==> config.mk <==
export PLATFORM = sky130hd
export DESIGN_NAME = rtc_irq_ctrl
export DESIGN_NICKNAME = d
export VERILOG_FILES = /design/src/rtc_irq_pkg.sv /design/src/rtc_irq_ctrl.sv /design/src/rtc_watchdog.sv
export SDC_FILE = /design/constraint.sdc
export NUM_CORES = 1
export LEC_CHECK = 0
export BUFFER_PORTS_ARGS = -buffer_cell sky130_fd_sc_hd__buf_2
export CORE_ASPECT_RATIO = 0.8
export CORE_MARGIN = 2
export CORE_UTILIZATION = 35
export CTS_CLUSTER_DIAMETER = 40
export DETAILED_ROUTE_END_ITERATION = 7
export PLACE_DENSITY = 0.54
export SLEW_MARGIN = 20
export SYNTH_ARGS = -nofsm -noshare
export SYNTH_HDL_FRONTEND = slang
export SYNTH_HIERARCHICAL = 1
export SYNTH_SLANG_ARGS = --single-unit
==> constraint.sdc <==
create_clock -name sys_clk_in -period 3.2 [get_ports sys_clk_in]
set_clock_uncertainty 0.15 [all_clocks]
set_input_delay 0.16 -clock sys_clk_in [delete_from_list [all_inputs] [get_ports sys_clk_in]]
set_output_delay 0.16 -clock sys_clk_in [all_outputs]
set_load 0.01 [all_outputs]
==> src/rtc_irq_pkg.sv <==
// constants for the rtc interrupt steering and alarm compare block
// assumes a 250 mhz system clock and a byte-wide asynchronous host bus
package rtc_irq_pkg;

   // ----------------------------------------------------------------
   // bus geometry
   // ----------------------------------------------------------------
   localparam int ADDR_W = 17;
   localparam int DATA_W = 8;

   // ----------------------------------------------------------------
   // register offsets
   // ----------------------------------------------------------------
   localparam logic [16:0] OFS_FLAGS     = 17'h1_ffef;
   localparam logic [16:0] OFS_ALM_MIN   = 17'h1_fff3;
   localparam logic [16:0] OFS_ALM_HOUR  = 17'h1_fff4;
   localparam logic [16:0] OFS_ALM_DATE  = 17'h1_fff5;
   localparam logic [16:0] OFS_IRQ_CTRL  = 17'h1_fff6;
   localparam logic [16:0] OFS_WDOG      = 17'h1_fff7;

   // ----------------------------------------------------------------
   // field positions
   // ----------------------------------------------------------------
   localparam int IC_WDOG_EN_BIT  = 7;
   localparam int IC_ALARM_EN_BIT = 6;
   localparam int IC_PFAIL_EN_BIT = 5;
   localparam int IC_HIGH_BIT     = 3;
   localparam int IC_PULSE_BIT    = 2;
   localparam int WD_STROBE_BIT   = 7;
   localparam int WD_WRLOCK_BIT   = 6;
   localparam int ALM_MASK_BIT    = 7;
   localparam int FL_WDOG_BIT     = 7;
   localparam int FL_ALARM_BIT    = 6;
   localparam int FL_PFAIL_BIT    = 5;

   // ----------------------------------------------------------------
   // writable bits and reset values
   // ----------------------------------------------------------------
   localparam logic [7:0] MIN_WR_MASK   = 8'hff;
   localparam logic [7:0] HD_WR_MASK    = 8'hbf;
   localparam logic [7:0] IC_WR_MASK    = 8'hec;
   localparam logic [7:0] ALM_RST       = 8'h00;
   localparam logic [7:0] IC_RST        = 8'h00;
   localparam logic [5:0] WD_VAL_RST    = 6'h00;
   localparam logic [7:0] FLAGS_RST     = 8'h00;

   // ----------------------------------------------------------------
   // timing
   // ----------------------------------------------------------------
   localparam int CLK_PERIOD_NS = 4;
   localparam int WDOG_UNIT_NS  = 31_250_000;
   localparam int IRQ_PULSE_NS  = 200_000_000;
   localparam int WDOG_UNIT_CYC = WDOG_UNIT_NS / CLK_PERIOD_NS;
   localparam int IRQ_PULSE_CYC = IRQ_PULSE_NS / CLK_PERIOD_NS;

endpackage

==> src/rtc_irq_ctrl.sv <==
// rtc interrupt steering, alarm compare and host register access
// assumes host pins are asynchronous; time and power-fail come from same-clock logic
// What this block does
// - watchdog enable set: time-out asserts the interrupt pin and sets its flag.
// - watchdog enable clear: time-out only sets the watchdog flag.
// - alarm enable set: alarm match asserts the interrupt pin and sets its flag.
// - alarm enable clear: alarm match only sets the alarm flag.
// - polarity bit one: interrupt pin driven actively high.
// - polarity bit zero: pin is open drain, pulled low when active.
// - pulse bit one: each enabled event holds the pin active about 200 ms.
// - pulse bit zero: pin stays active until the host reads the flags.
// - watchdog time-out is value times 31.25 ms; zero disables it.
`timescale 1ns/1ps
`default_nettype none
module rtc_irq_ctrl
   import rtc_irq_pkg::*;
#(
   parameter int UNIT_CYC  = WDOG_UNIT_CYC,
   parameter int PULSE_CYC = IRQ_PULSE_CYC
) (
   input  wire logic        sys_clk_in,
   input  wire logic        rst_n_in,
   input  wire logic [16:0] addr_in,
   input  wire logic        chip_en_n_in,
   input  wire logic        write_en_n_in,
   input  wire logic        out_en_n_in,
   input  wire logic [7:0]  dq_in,
   output logic      [7:0]  dq_out,
   output logic             dq_oe_out,
   input  wire logic        time_update_in,
   input  wire logic [7:0]  minutes_in,
   input  wire logic [7:0]  hours_in,
   input  wire logic [7:0]  date_in,
   input  wire logic        powerfail_detect_in,
   output logic             int_out,
   output logic             int_oe_out
);

   // ----------------------------------------------------------------
   // pin synchronisers
   // ----------------------------------------------------------------
   logic [27:0] s1_r, s2_r, s3_r;
   always_ff @(posedge sys_clk_in) begin
      if (!rst_n_in) begin
         s1_r <= 28'h700_0000;
         s2_r <= 28'h700_0000;
         s3_r <= 28'h700_0000;
      end else begin
         s1_r <= {chip_en_n_in, write_en_n_in, out_en_n_in, addr_in, dq_in};
         s2_r <= s1_r;
         s3_r <= s2_r;
      end
   end

   logic        ce_n, we_n, oe_n, we_n_prev, ce_n_prev;
   logic [16:0] addr;
   logic [7:0]  wdata;
   assign {ce_n, we_n, oe_n, addr, wdata} = s2_r;
   assign ce_n_prev = s3_r[27];
   assign we_n_prev = s3_r[26];

   // ----------------------------------------------------------------
   // bus decode
   // ----------------------------------------------------------------
   logic        wr_stb, rd_act, rd_act_r, flags_read_end;
   logic [16:0] rd_addr_r;
   assign wr_stb = !we_n_prev && we_n && !ce_n_prev; // end of write cycle
   assign rd_act = !ce_n && !oe_n && we_n;
   assign flags_read_end = rd_act_r && !rd_act && rd_addr_r == OFS_FLAGS;

   // ----------------------------------------------------------------
   // registers
   // ----------------------------------------------------------------
   logic [7:0] alm_min_r, alm_min_nxt, alm_hour_r, alm_hour_nxt, alm_date_r, alm_date_nxt;
   logic [7:0] ctrl_r, ctrl_nxt, flags_r, flags_nxt;
   logic [5:0] wd_val_r, wd_val_nxt;
   logic       wd_lock_r, wd_lock_nxt, wd_restart;
   logic       wd_timeout, alarm_hit, alarm_evt, pf_evt, ev_en;

   // field compare with mask bit
   function automatic logic field_match(input logic [7:0] alarm_val, input logic [7:0] now);
      field_match = alarm_val[ALM_MASK_BIT] || (alarm_val[6:0] == now[6:0]);
   endfunction

   assign alarm_hit = field_match(alm_min_r, minutes_in) && field_match(alm_hour_r, hours_in)
                      && field_match(alm_date_r, date_in);
   assign alarm_evt = time_update_in && alarm_hit;
   assign pf_evt    = powerfail_detect_in;
   assign ev_en = (wd_timeout && ctrl_r[IC_WDOG_EN_BIT])
                || (alarm_evt && ctrl_r[IC_ALARM_EN_BIT])
                || (pf_evt && ctrl_r[IC_PFAIL_EN_BIT]);

   // register writes; hardware flag set wins over read clear
   always_comb begin
      alm_min_nxt  = alm_min_r;
      alm_hour_nxt = alm_hour_r;
      alm_date_nxt = alm_date_r;
      ctrl_nxt     = ctrl_r;
      wd_val_nxt   = wd_val_r;
      wd_lock_nxt  = wd_lock_r;
      wd_restart   = 1'b0;
      flags_nxt    = flags_r;
      if (wr_stb) begin
         case (addr)
            OFS_ALM_MIN:  alm_min_nxt  = wdata & MIN_WR_MASK;
            OFS_ALM_HOUR: alm_hour_nxt = wdata & HD_WR_MASK;
            OFS_ALM_DATE: alm_date_nxt = wdata & HD_WR_MASK;
            OFS_IRQ_CTRL: ctrl_nxt     = wdata & IC_WR_MASK;
            OFS_WDOG: begin
               wd_lock_nxt = wdata[WD_WRLOCK_BIT];
               wd_restart  = wdata[WD_STROBE_BIT];
               if (!wd_lock_r) begin
                  wd_val_nxt = wdata[5:0];
                  wd_restart = 1'b1;
               end
            end
            default: ;
         endcase
      end
      if (flags_read_end) begin
         flags_nxt = FLAGS_RST;
      end
      if (wd_timeout) begin
         flags_nxt[FL_WDOG_BIT] = 1'b1;
      end
      if (alarm_evt) begin
         flags_nxt[FL_ALARM_BIT] = 1'b1;
      end
      if (pf_evt) begin
         flags_nxt[FL_PFAIL_BIT] = 1'b1;
      end
   end

   // register state
   always_ff @(posedge sys_clk_in) begin
      if (!rst_n_in) begin
         alm_min_r  <= ALM_RST;
         alm_hour_r <= ALM_RST;
         alm_date_r <= ALM_RST;
         ctrl_r     <= IC_RST;
         wd_val_r   <= WD_VAL_RST;
         wd_lock_r  <= 1'b0;
         flags_r    <= FLAGS_RST;
      end else begin
         alm_min_r  <= alm_min_nxt;
         alm_hour_r <= alm_hour_nxt;
         alm_date_r <= alm_date_nxt;
         ctrl_r     <= ctrl_nxt;
         wd_val_r   <= wd_val_nxt;
         wd_lock_r  <= wd_lock_nxt;
         flags_r    <= flags_nxt;
      end
   end

   // ----------------------------------------------------------------
   // watchdog
   // ----------------------------------------------------------------
   rtc_watchdog #(
      .UNIT_CYC (UNIT_CYC)
   ) u_wdog (
      .sys_clk_in       (sys_clk_in),
      .rst_n_in         (rst_n_in),
      .timeout_value_in (wd_val_r),
      .restart_in       (wd_restart),
      .timeout_out      (wd_timeout)
   );

   // ----------------------------------------------------------------
   // interrupt hold: pulse timer or level latch
   // ----------------------------------------------------------------
   logic [31:0] pulse_cnt_r, pulse_cnt_nxt;
   logic        pend_r, pend_nxt, irq_active;
   assign irq_active = pend_r || (pulse_cnt_r != 32'h0000_0000);

   always_comb begin
      pulse_cnt_nxt = pulse_cnt_r;
      pend_nxt      = pend_r;
      if (pulse_cnt_r != 32'h0000_0000) begin
         pulse_cnt_nxt = pulse_cnt_r - 32'h0000_0001;
      end
      if (flags_read_end) begin
         pend_nxt = 1'b0;
      end
      if (ev_en && ctrl_r[IC_PULSE_BIT]) begin
         pulse_cnt_nxt = 32'(PULSE_CYC);
      end
      if (ev_en && !ctrl_r[IC_PULSE_BIT]) begin
         pend_nxt = 1'b1;
      end
   end

   // pin drive and read data
   always_ff @(posedge sys_clk_in) begin
      if (!rst_n_in) begin
         pulse_cnt_r <= 32'h0000_0000;
         pend_r      <= 1'b0;
         int_out     <= 1'b0;
         int_oe_out  <= 1'b0;
         rd_act_r    <= 1'b0;
         rd_addr_r   <= 17'h0_0000;
         dq_out      <= 8'h00;
         dq_oe_out   <= 1'b0;
      end else begin
         pulse_cnt_r <= pulse_cnt_nxt;
         pend_r      <= pend_nxt;
         int_out     <= ctrl_r[IC_HIGH_BIT] && irq_active;
         int_oe_out  <= ctrl_r[IC_HIGH_BIT] || irq_active;
         rd_act_r    <= rd_act;
         rd_addr_r   <= addr;
         dq_oe_out   <= rd_act;
         case (addr)
            OFS_FLAGS:    dq_out <= flags_r;
            OFS_ALM_MIN:  dq_out <= alm_min_r;
            OFS_ALM_HOUR: dq_out <= alm_hour_r;
            OFS_ALM_DATE: dq_out <= alm_date_r;
            OFS_IRQ_CTRL: dq_out <= ctrl_r;
            OFS_WDOG:     dq_out <= {1'b0, wd_lock_r, wd_val_r};
            default:      dq_out <= 8'h00;
         endcase
      end
   end
endmodule
`default_nettype wire

==> src/rtc_watchdog.sv <==
// watchdog timer: counts 31.25 ms units up to the programmed time-out
// assumes value and strobe come from logic on the same clock
`timescale 1ns/1ps
`default_nettype none
module rtc_watchdog
   import rtc_irq_pkg::*;
#(
   parameter int UNIT_CYC = WDOG_UNIT_CYC
) (
   input  wire logic       sys_clk_in,
   input  wire logic       rst_n_in,
   input  wire logic [5:0] timeout_value_in,
   input  wire logic       restart_in,
   output logic            timeout_out
);

   logic [31:0] pre_r,  pre_nxt;
   logic [5:0]  unit_r, unit_nxt;
   logic        to_r,   to_nxt;

   // ----------------------------------------------------------------
   // prescaler and unit counter
   // ----------------------------------------------------------------
   // zero value holds everything idle; timeout restarts the count
   always_comb begin
      pre_nxt  = pre_r;
      unit_nxt = unit_r;
      to_nxt   = 1'b0;
      if (restart_in || timeout_value_in == 6'h00) begin
         pre_nxt  = 32'h0000_0000;
         unit_nxt = 6'h00;
      end else if (pre_r == 32'(UNIT_CYC - 1)) begin
         pre_nxt = 32'h0000_0000;
         if (unit_r + 6'h01 >= timeout_value_in) begin
            unit_nxt = 6'h00;
            to_nxt   = 1'b1;
         end else begin
            unit_nxt = unit_r + 6'h01;
         end
      end else begin
         pre_nxt = pre_r + 32'h0000_0001;
      end
   end

   // registers
   always_ff @(posedge sys_clk_in) begin
      if (!rst_n_in) begin
         pre_r  <= 32'h0000_0000;
         unit_r <= 6'h00;
         to_r   <= 1'b0;
      end else begin
         pre_r  <= pre_nxt;
         unit_r <= unit_nxt;
         to_r   <= to_nxt;
      end
   end

   assign timeout_out = to_r;
endmodule
`default_nettype wire

==> flow_summary.toml, run 1 <==
[die]
fp.dieW_um = 172
floorplan.initialDensity = 0.355
core_mm2 = 0.0224
rows = 49
fp.dieH_um = 139
die_area_mm2 = 0.0239
io_pins = 67

[logic_synthesis]
synth_edf_count = 0
synth.distinct_cells = 63
syn_area_mm2 = 0.00795
syn_inst = 824
syn-mean-instance-area_um2 = 9.64
async_flop_share = 0
yosysTopAreaCell = "dfxtp_1"
synth-main-ff-cell = "dfxtp_1"
yosys_warnings = 6
yosysSeqAreaShare = 0.491
synth_area_leaders = "dfxtp_1 (49%), and2_1 (5.7%), xnor2_1 (4.4%), xor2_1 (4.4%), nor2_1 (3.7%)"
synth_fp_nets = 890
ys_ff_latch = 195
yosysTopAreaCellShare = 0.491

[cells_and_area]
nNetsFinal = 979
antenna_cells = 0
drive_gt1_frac = 0.149
synthToLayoutAreaGrowth_pct = 20.4
fin_area_mm2 = 0.00957

[critical_path]
r2r-end = "u_wdog/unit_r[2]$_SDFFE_PP0N_"
end_kind = "flip-flop"
startpoint = "u_wdog/unit_r[0]$_SDFFE_PP0N_"
path_class = "flip-flop to flip-flop"
arrival_ns = 2.91
reg2reg_from = "u_wdog/unit_r[0]$_SDFFE_PP0N_"
required_ns = 3.39
reg2regPathDepth = 8
setup.worst_path.start_class = "flip-flop"
cp_max_fo = 5
r2r_slack_ns = 0.49

[sta]
finalCritPeriodShare = 0.847
hold_viol_final = 0
setup_viol = 0
fin_ws_ns = 0.489
fin_setup_tns_ns = 0
max-slew-margin-rel = 0.313
period_minus_slack_ns = 2.71
tightest_slew_ns = 1.03
fmax_mhz = 369
drv_slew = 0
rsz0062_at_grt = "false"

[place]
preCtsSetupSlack_ns = 0.610
detailed_place_hpwl_um = 11800
port_buffers = 63
postPlaceCellArea_mm2 = 0.00862
place_congestion = 0.782

[routing]
ant_nets = 0
vias = 5910
wl_per_cell_um = 14.0
drtPass1Iterations = 5
routed_wl_um = 17300
route.detailed.drc = 0
viasPerCell = 4.80
drtIter0Drc = 391

[clocking]
clk_latency_ns = 0.44
clock_path_buffers = 2
cts_max_level = 4
clk_pin_slew_ns = 0.08
cts-buffers-inserted = 17
cts-root-buf = "clkbuf_16"
cts.sinks = 195
cts_resized = 0
cts_tree = "built"

[global_routing]
grt_max_degree = 67
antenna_found_initial = 0
overflow = 0
grt_pass1_vias = 5412
grt_pass1_wl_um = 28300
grt_use_total = 0.150

[min_path]
hold_start = "rst_n_in"
worstHoldPathCells = 2
hold_end = "s1_r[26]$_SDFF_PN1_"
hold_class = "input port to flip-flop"

[power]
leakage_nw = 3.77
peakVddDrop_v = 0.000368
p_total_mw = 6.85
powerDensity_mw_per_mm2 = 716

[job]
max_cap_violations = 0

[outcome]
outcome = "completed"
## area by class of cell
type / count / area [um2]
clock buffers: 17 / 425
clock inverters: 15 / 233
fillers: 2178 / 12800
inverters: 15 / 56.3
multi-input cells: 580 / 3860
flip-flops and latches: 195 / 3900
well taps: 306 / 383
repair buffers: 104 / 708
## through the flow
step / std cells / hold WS [ns] / util
2_1_floorplan: 824 / 0.111 / -
3_3_place_gp: 1171 / 0.201 / 0.385
3_5_place_dp: 1171 / 0.195 / 0.385
4_1_cts: 1232 / 0.0342 / 0.428
5_1_grt: 1232 / 0.0423 / 0.428
6_report: 1232 / 0.0336 / 0.428
## routing by layer
metal	wire length, um	up-vias	global-route usage
met5	0	-	0
met4	146	0	0.0398
met3	583	11	0.0325
met2	7250	90	0.214
met1	9270	2759	0.226
li1	-	3050	-
## sequential cells by signal, summed over array words and instances, names as in the netlist, 5 cells and up
register	flops
s3_r	18
wd_val_r	6
pulse_cnt_r	32
s1_r	28
s2_r	28
alm_hour_r	7
u_wdog/unit_r	6
u_wdog/pre_r	32
dq_out	8
ctrl_r	5
alm_date_r	7
alm_min_r	8
## Yosys cell counts, types with 5 or more instances
| master | count |
|---|---|
| xor2_1 | 40 |
| and3_1 | 31 |
| nor2_1 | 79 |
| inv_1 | 14 |
| dfxtp_1 | 195 |
| nand4_1 | 25 |
| xnor2_1 | 40 |
| nand2_1 | 45 |
| nor2b_1 | 8 |
| buf_2 | 8 |
| ha_1 | 10 |
| or4_1 | 5 |
| clkbuf_1 | 26 |
| nor3_1 | 7 |
| and4_1 | 5 |
| mux2i_1 | 22 |
| mux2_2 | 6 |
| a222oi_1 | 6 |
| a21oi_1 | 42 |
| or3_1 | 6 |
| nor4_1 | 15 |
| nand3_1 | 39 |
| and2_1 | 72 |
| nand2b_1 | 9 |
## cell usage in the layout, fill, tap and decap left out, types with 17 or more instances in the layout
master         count
dlygate4sd3_1     29
nand3_1           39
and2_1            72
nand2_1           45
a21oi_1           42
xor2_1            40
mux2i_1           22
nand4_1           25
nor2_1            79
xnor2_1           40
buf_2             63
clkbuf_16         17
dfxtp_1          195
and3_1            31
## logic make-up after synthesis
family                     Yosys count  synth area share
adders and majority gates           10            0.0157
muxes                               28            0.0362
AOI/OAI and AO/OA                   77            0.0641
xor gates and xnor gates            80            0.0882
and+or+nand+nor                    385             0.280
DFF                                195             0.491
buffers and inverters               49            0.0244
## worst max-delay path, cell delays in order, from the launching register on
cell	delay [ns]
dfxtp_1	0.42
ha_1	0.25
nand3_1	0.11
xnor2_1	0.25
ha_1	0.30
a21o_1	0.16
a221oi_1	0.40
or4b_1	0.49
o31ai_1	0.08
## where the power goes
part / switching (mW) / internal (mW)
Clock: 1.19 / 1.13
Sequential: 0.224 / 2.66
Combinational: 0.853 / 0.799
## timing repair
| item | 4_1_cts | 5_1_grt |
|---|---|---|
| setup buffers | 0 | 0 |
| hold endpoints to repair | 29 | 0 |
| hold buffers | 29 | 0 |
## worst max path at each step
stage | end | slack (ns) | depth (start not counted)
floorplan | u_wdog/unit_r[2]$_SDFFE_PP0N_ | 0.56 | 8
global placement | pulse_cnt_r[7]$_SDFFE_PN0P_ | 0.61 | 6
detailed placement | alm_hour_r[1]$_SDFFE_PN0P_ | 0.61 | 6
CTS | u_wdog/unit_r[2]$_SDFFE_PP0N_ | 0.52 | 8
global route | u_wdog/unit_r[2]$_SDFFE_PP0N_ | 0.29 | 8
finish | u_wdog/unit_r[2]$_SDFFE_PP0N_ | 0.49 | 8
Note: power is estimated with default switching activity, not from simulation.
==> run 2: changes to the inputs <==
--- a/config.mk
+++ b/config.mk
@@ -11,7 +11,7 @@
 export CORE_UTILIZATION = 35
 export CTS_CLUSTER_DIAMETER = 40
 export DETAILED_ROUTE_END_ITERATION = 7
-export PLACE_DENSITY = 0.54
+export PLACE_DENSITY = 0.56
 export SLEW_MARGIN = 20
 export SYNTH_ARGS = -nofsm -noshare
 export SYNTH_HDL_FRONTEND = slang
==> constraint.sdc (replaced) <==
create_clock -name sys_clk_in -period 2.4 [get_ports sys_clk_in]
set_clock_uncertainty 0.15 [all_clocks]
set_input_delay 0.12 -clock sys_clk_in [delete_from_list [all_inputs] [get_ports sys_clk_in]]
set_output_delay 0.12 -clock sys_clk_in [all_outputs]
set_load 0.01 [all_outputs]
==> run 2 against run 1 <==
Against the previous run: sequential share of layout area down 1.9 points; setup slack worse by 0.43 ns; design area up 5.1%; wire length up 1.8%; highest routed layer unchanged; die area unchanged; hold slack better by 0.11 ns; critical path depth unchanged; combinational power up 59%; fmax up 16%; final cell count up 3.6%; non-clock buffer count up 44.
==> flow_summary.toml, run 2 (same netlist as run 1, synthesis figures left out) <==
[power]
p_sw_mw = 3.09
p_sw_frac = 0.325
powerDensity_mw_per_mm2 = 947
peakVddDrop_v = 0.000569
p_seq_frac = 0.402
internal-power_mw = 6.43
pwr-share-clk = 0.323
leakage_nw = 4.04
combPwrFrac = 0.275

[place]
place_congestion = 0.808
dpl.cell_count = 1209
detailed_place_hpwl_um = 12300
port_buffers = 63
preCtsSetupSlack_ns = 0.00138

[critical_path]
startpoint = "u_wdog/unit_r[1]$_SDFFE_PP0N_"
cp_common_cell = "and3_4"
setup.worst_path.start_class = "flip-flop"
r2r_slack_ns = 0.06
arrival_ns = 2.54
crit_chain = "and3_4 -> nand3_2 -> xnor2_2 -> ha_1 -> and3_4 -> a221oi_4 -> or4b_4 -> o31ai_1"
cp_max_fo = 3
slowest_delay_ns = 0.48
crit_buf_inv = 0
r2r-end = "u_wdog/unit_r[2]$_SDFFE_PP0N_"
path_class = "flip-flop to flip-flop"
end_kind = "flip-flop"
reg2reg_from = "u_wdog/unit_r[1]$_SDFFE_PP0N_"
cp_top_family = "simple AND/OR/NAND/NOR gates"
reg2regPathDepth = 8
cp_slowest_cell = "or4b_4"
required_ns = 2.60

[cells_and_area]
final_common_cell = "dfxtp_1"
synthToLayoutAreaGrowth_pct = 26.5
drive_gt1_frac = 0.204
reg.largest.list = "pulse_cnt_r (32), u_wdog/pre_r (32)"
layout_common_cells = "dfxtp_1 (193), nor2_1 (79), and2_1 (72)"
antenna_cells = 0
fin_cells = 1276
nNetsFinal = 1023

[die]
io_pins = 67
rows = 49
die_area_mm2 = 0.0239
floorplan.initialDensity = 0.355
core_mm2 = 0.0224
fp.dieH_um = 139
fp.dieW_um = 172

[routing]
route.detailed.drc = 0
routed_wl_um = 17600
viasPerCell = 4.77
drtPass1Iterations = 5
wl_per_cell_um = 13.8
vias = 6092
ant_nets = 0
drtIter0Drc = 362

[global_routing]
top_usage_layer = "met1"
antenna_found_initial = 0
grt_use_total = 0.155
grt_pass1_vias = 5789
grt_use_met2 = 0.226
grt_pass1_wl_um = 29500
overflow = 0
grt_max_degree = 59
met3_usage = 0.0277
met1_usage = 0.228

[sta]
drv_slew = 0
tightest_slew_ns = 0.431
period_minus_slack_ns = 2.34
fmax_mhz = 427
rsz0062_at_grt = "true"
hold_viol_final = 0
setup_viol = 0
max-slew-margin-rel = 0.705
finalCritPeriodShare = 0.977
fin_ws_ns = 0.0559

[clocking]
cts_max_level = 4
cts-buffers-inserted = 17
cts.sinks = 195
cts_tree = "built"
clk_pin_slew_ns = 0.08
clk_latency_ns = 0.44
cts-root-buf = "clkbuf_16"
clock_path_buffers = 2

[min_path]
hold_end = "flags_r[6]$_SDFFE_PN0P_"
worstHoldPathCells = 5
hold_start = "time_update_in"
hold_class = "input port to flip-flop"

[job]
max_cap_violations = 0

[outcome]
outcome = "completed"
## run 2: through the flow
stage	hold slack (ns)	power, mW	utilization	area [um2]	TNS (ns)
after CTS	0.104	9.56	0.444	9940	0
after floorplan	0.0715	5.65	-	7960	0
final	0.140	9.52	0.449	10100	0
after global routing	0.140	10.1	0.449	10100	-0.0574
after global placement	0.156	6.40	0.399	8940	0
after detailed placement	0.157	6.42	0.399	8940	0
## run 2: worst max path at each step
| stage | depth (start not counted) | slack, ns | to |
|---|---|---|---|
| floorplan | 8 | 0.002 | u_wdog/unit_r[2]$_SDFFE_PP0N_ |
| global placement | 10 | 0.007 | u_wdog/pre_r[11]$_SDFF_PP0_ |
| detailed placement | 8 | 0.001 | u_wdog/unit_r[2]$_SDFFE_PP0N_ |
| CTS | 8 | 0.01 | u_wdog/unit_r[2]$_SDFFE_PP0N_ |
| global route | 8 | -0.06 | u_wdog/unit_r[2]$_SDFFE_PP0N_ |
| finish | 8 | 0.06 | u_wdog/unit_r[2]$_SDFFE_PP0N_ |
## run 2: timing repair
item / in CTS / in global routing
pin swaps: 0 / 4
setup endpoints to repair: 9 / 50
hold endpoints to repair: 31 / 0
resized for setup: 3 / 23
hold buffers: 33 / 0
setup buffers: 0 / 2
## run 2: metal layers
metal,vias up,part of all wire
li1,3146,-
met1,2809,0.53
met2,116,0.42
met3,21,0.033
met4,0,0.015
met5,-,0
## run 2: area by class of cell
class,count,area [um2]
Clock buffer,17,425
Clock inverter,15,234
Fill cell,2145,12300
Inverter,15,56.3
Multi-Input combinational cell,580,3980
Sequential cell,195,3910
Tap cell,306,383
Timing Repair Buffer,148,1060
## run 2: tightest hold or removal path, cell delays in order
cell	delay [ns]
buf_2	0.10
nor4b_1	0.13
buf_4	0.15
a21oi_1	0.13
nor2_1	0.05
## run 2: power groups by stage
stage                     Clock, mW  Sequential (mW)  Combinational, mW
after floorplan                   0             3.85               1.79
after global placement            0             3.89               2.50
after detailed placement          0             3.90               2.52
after CTS                      3.16             3.83               2.58
after global routing           3.28             3.87               2.90
final                          3.07             3.82               2.62
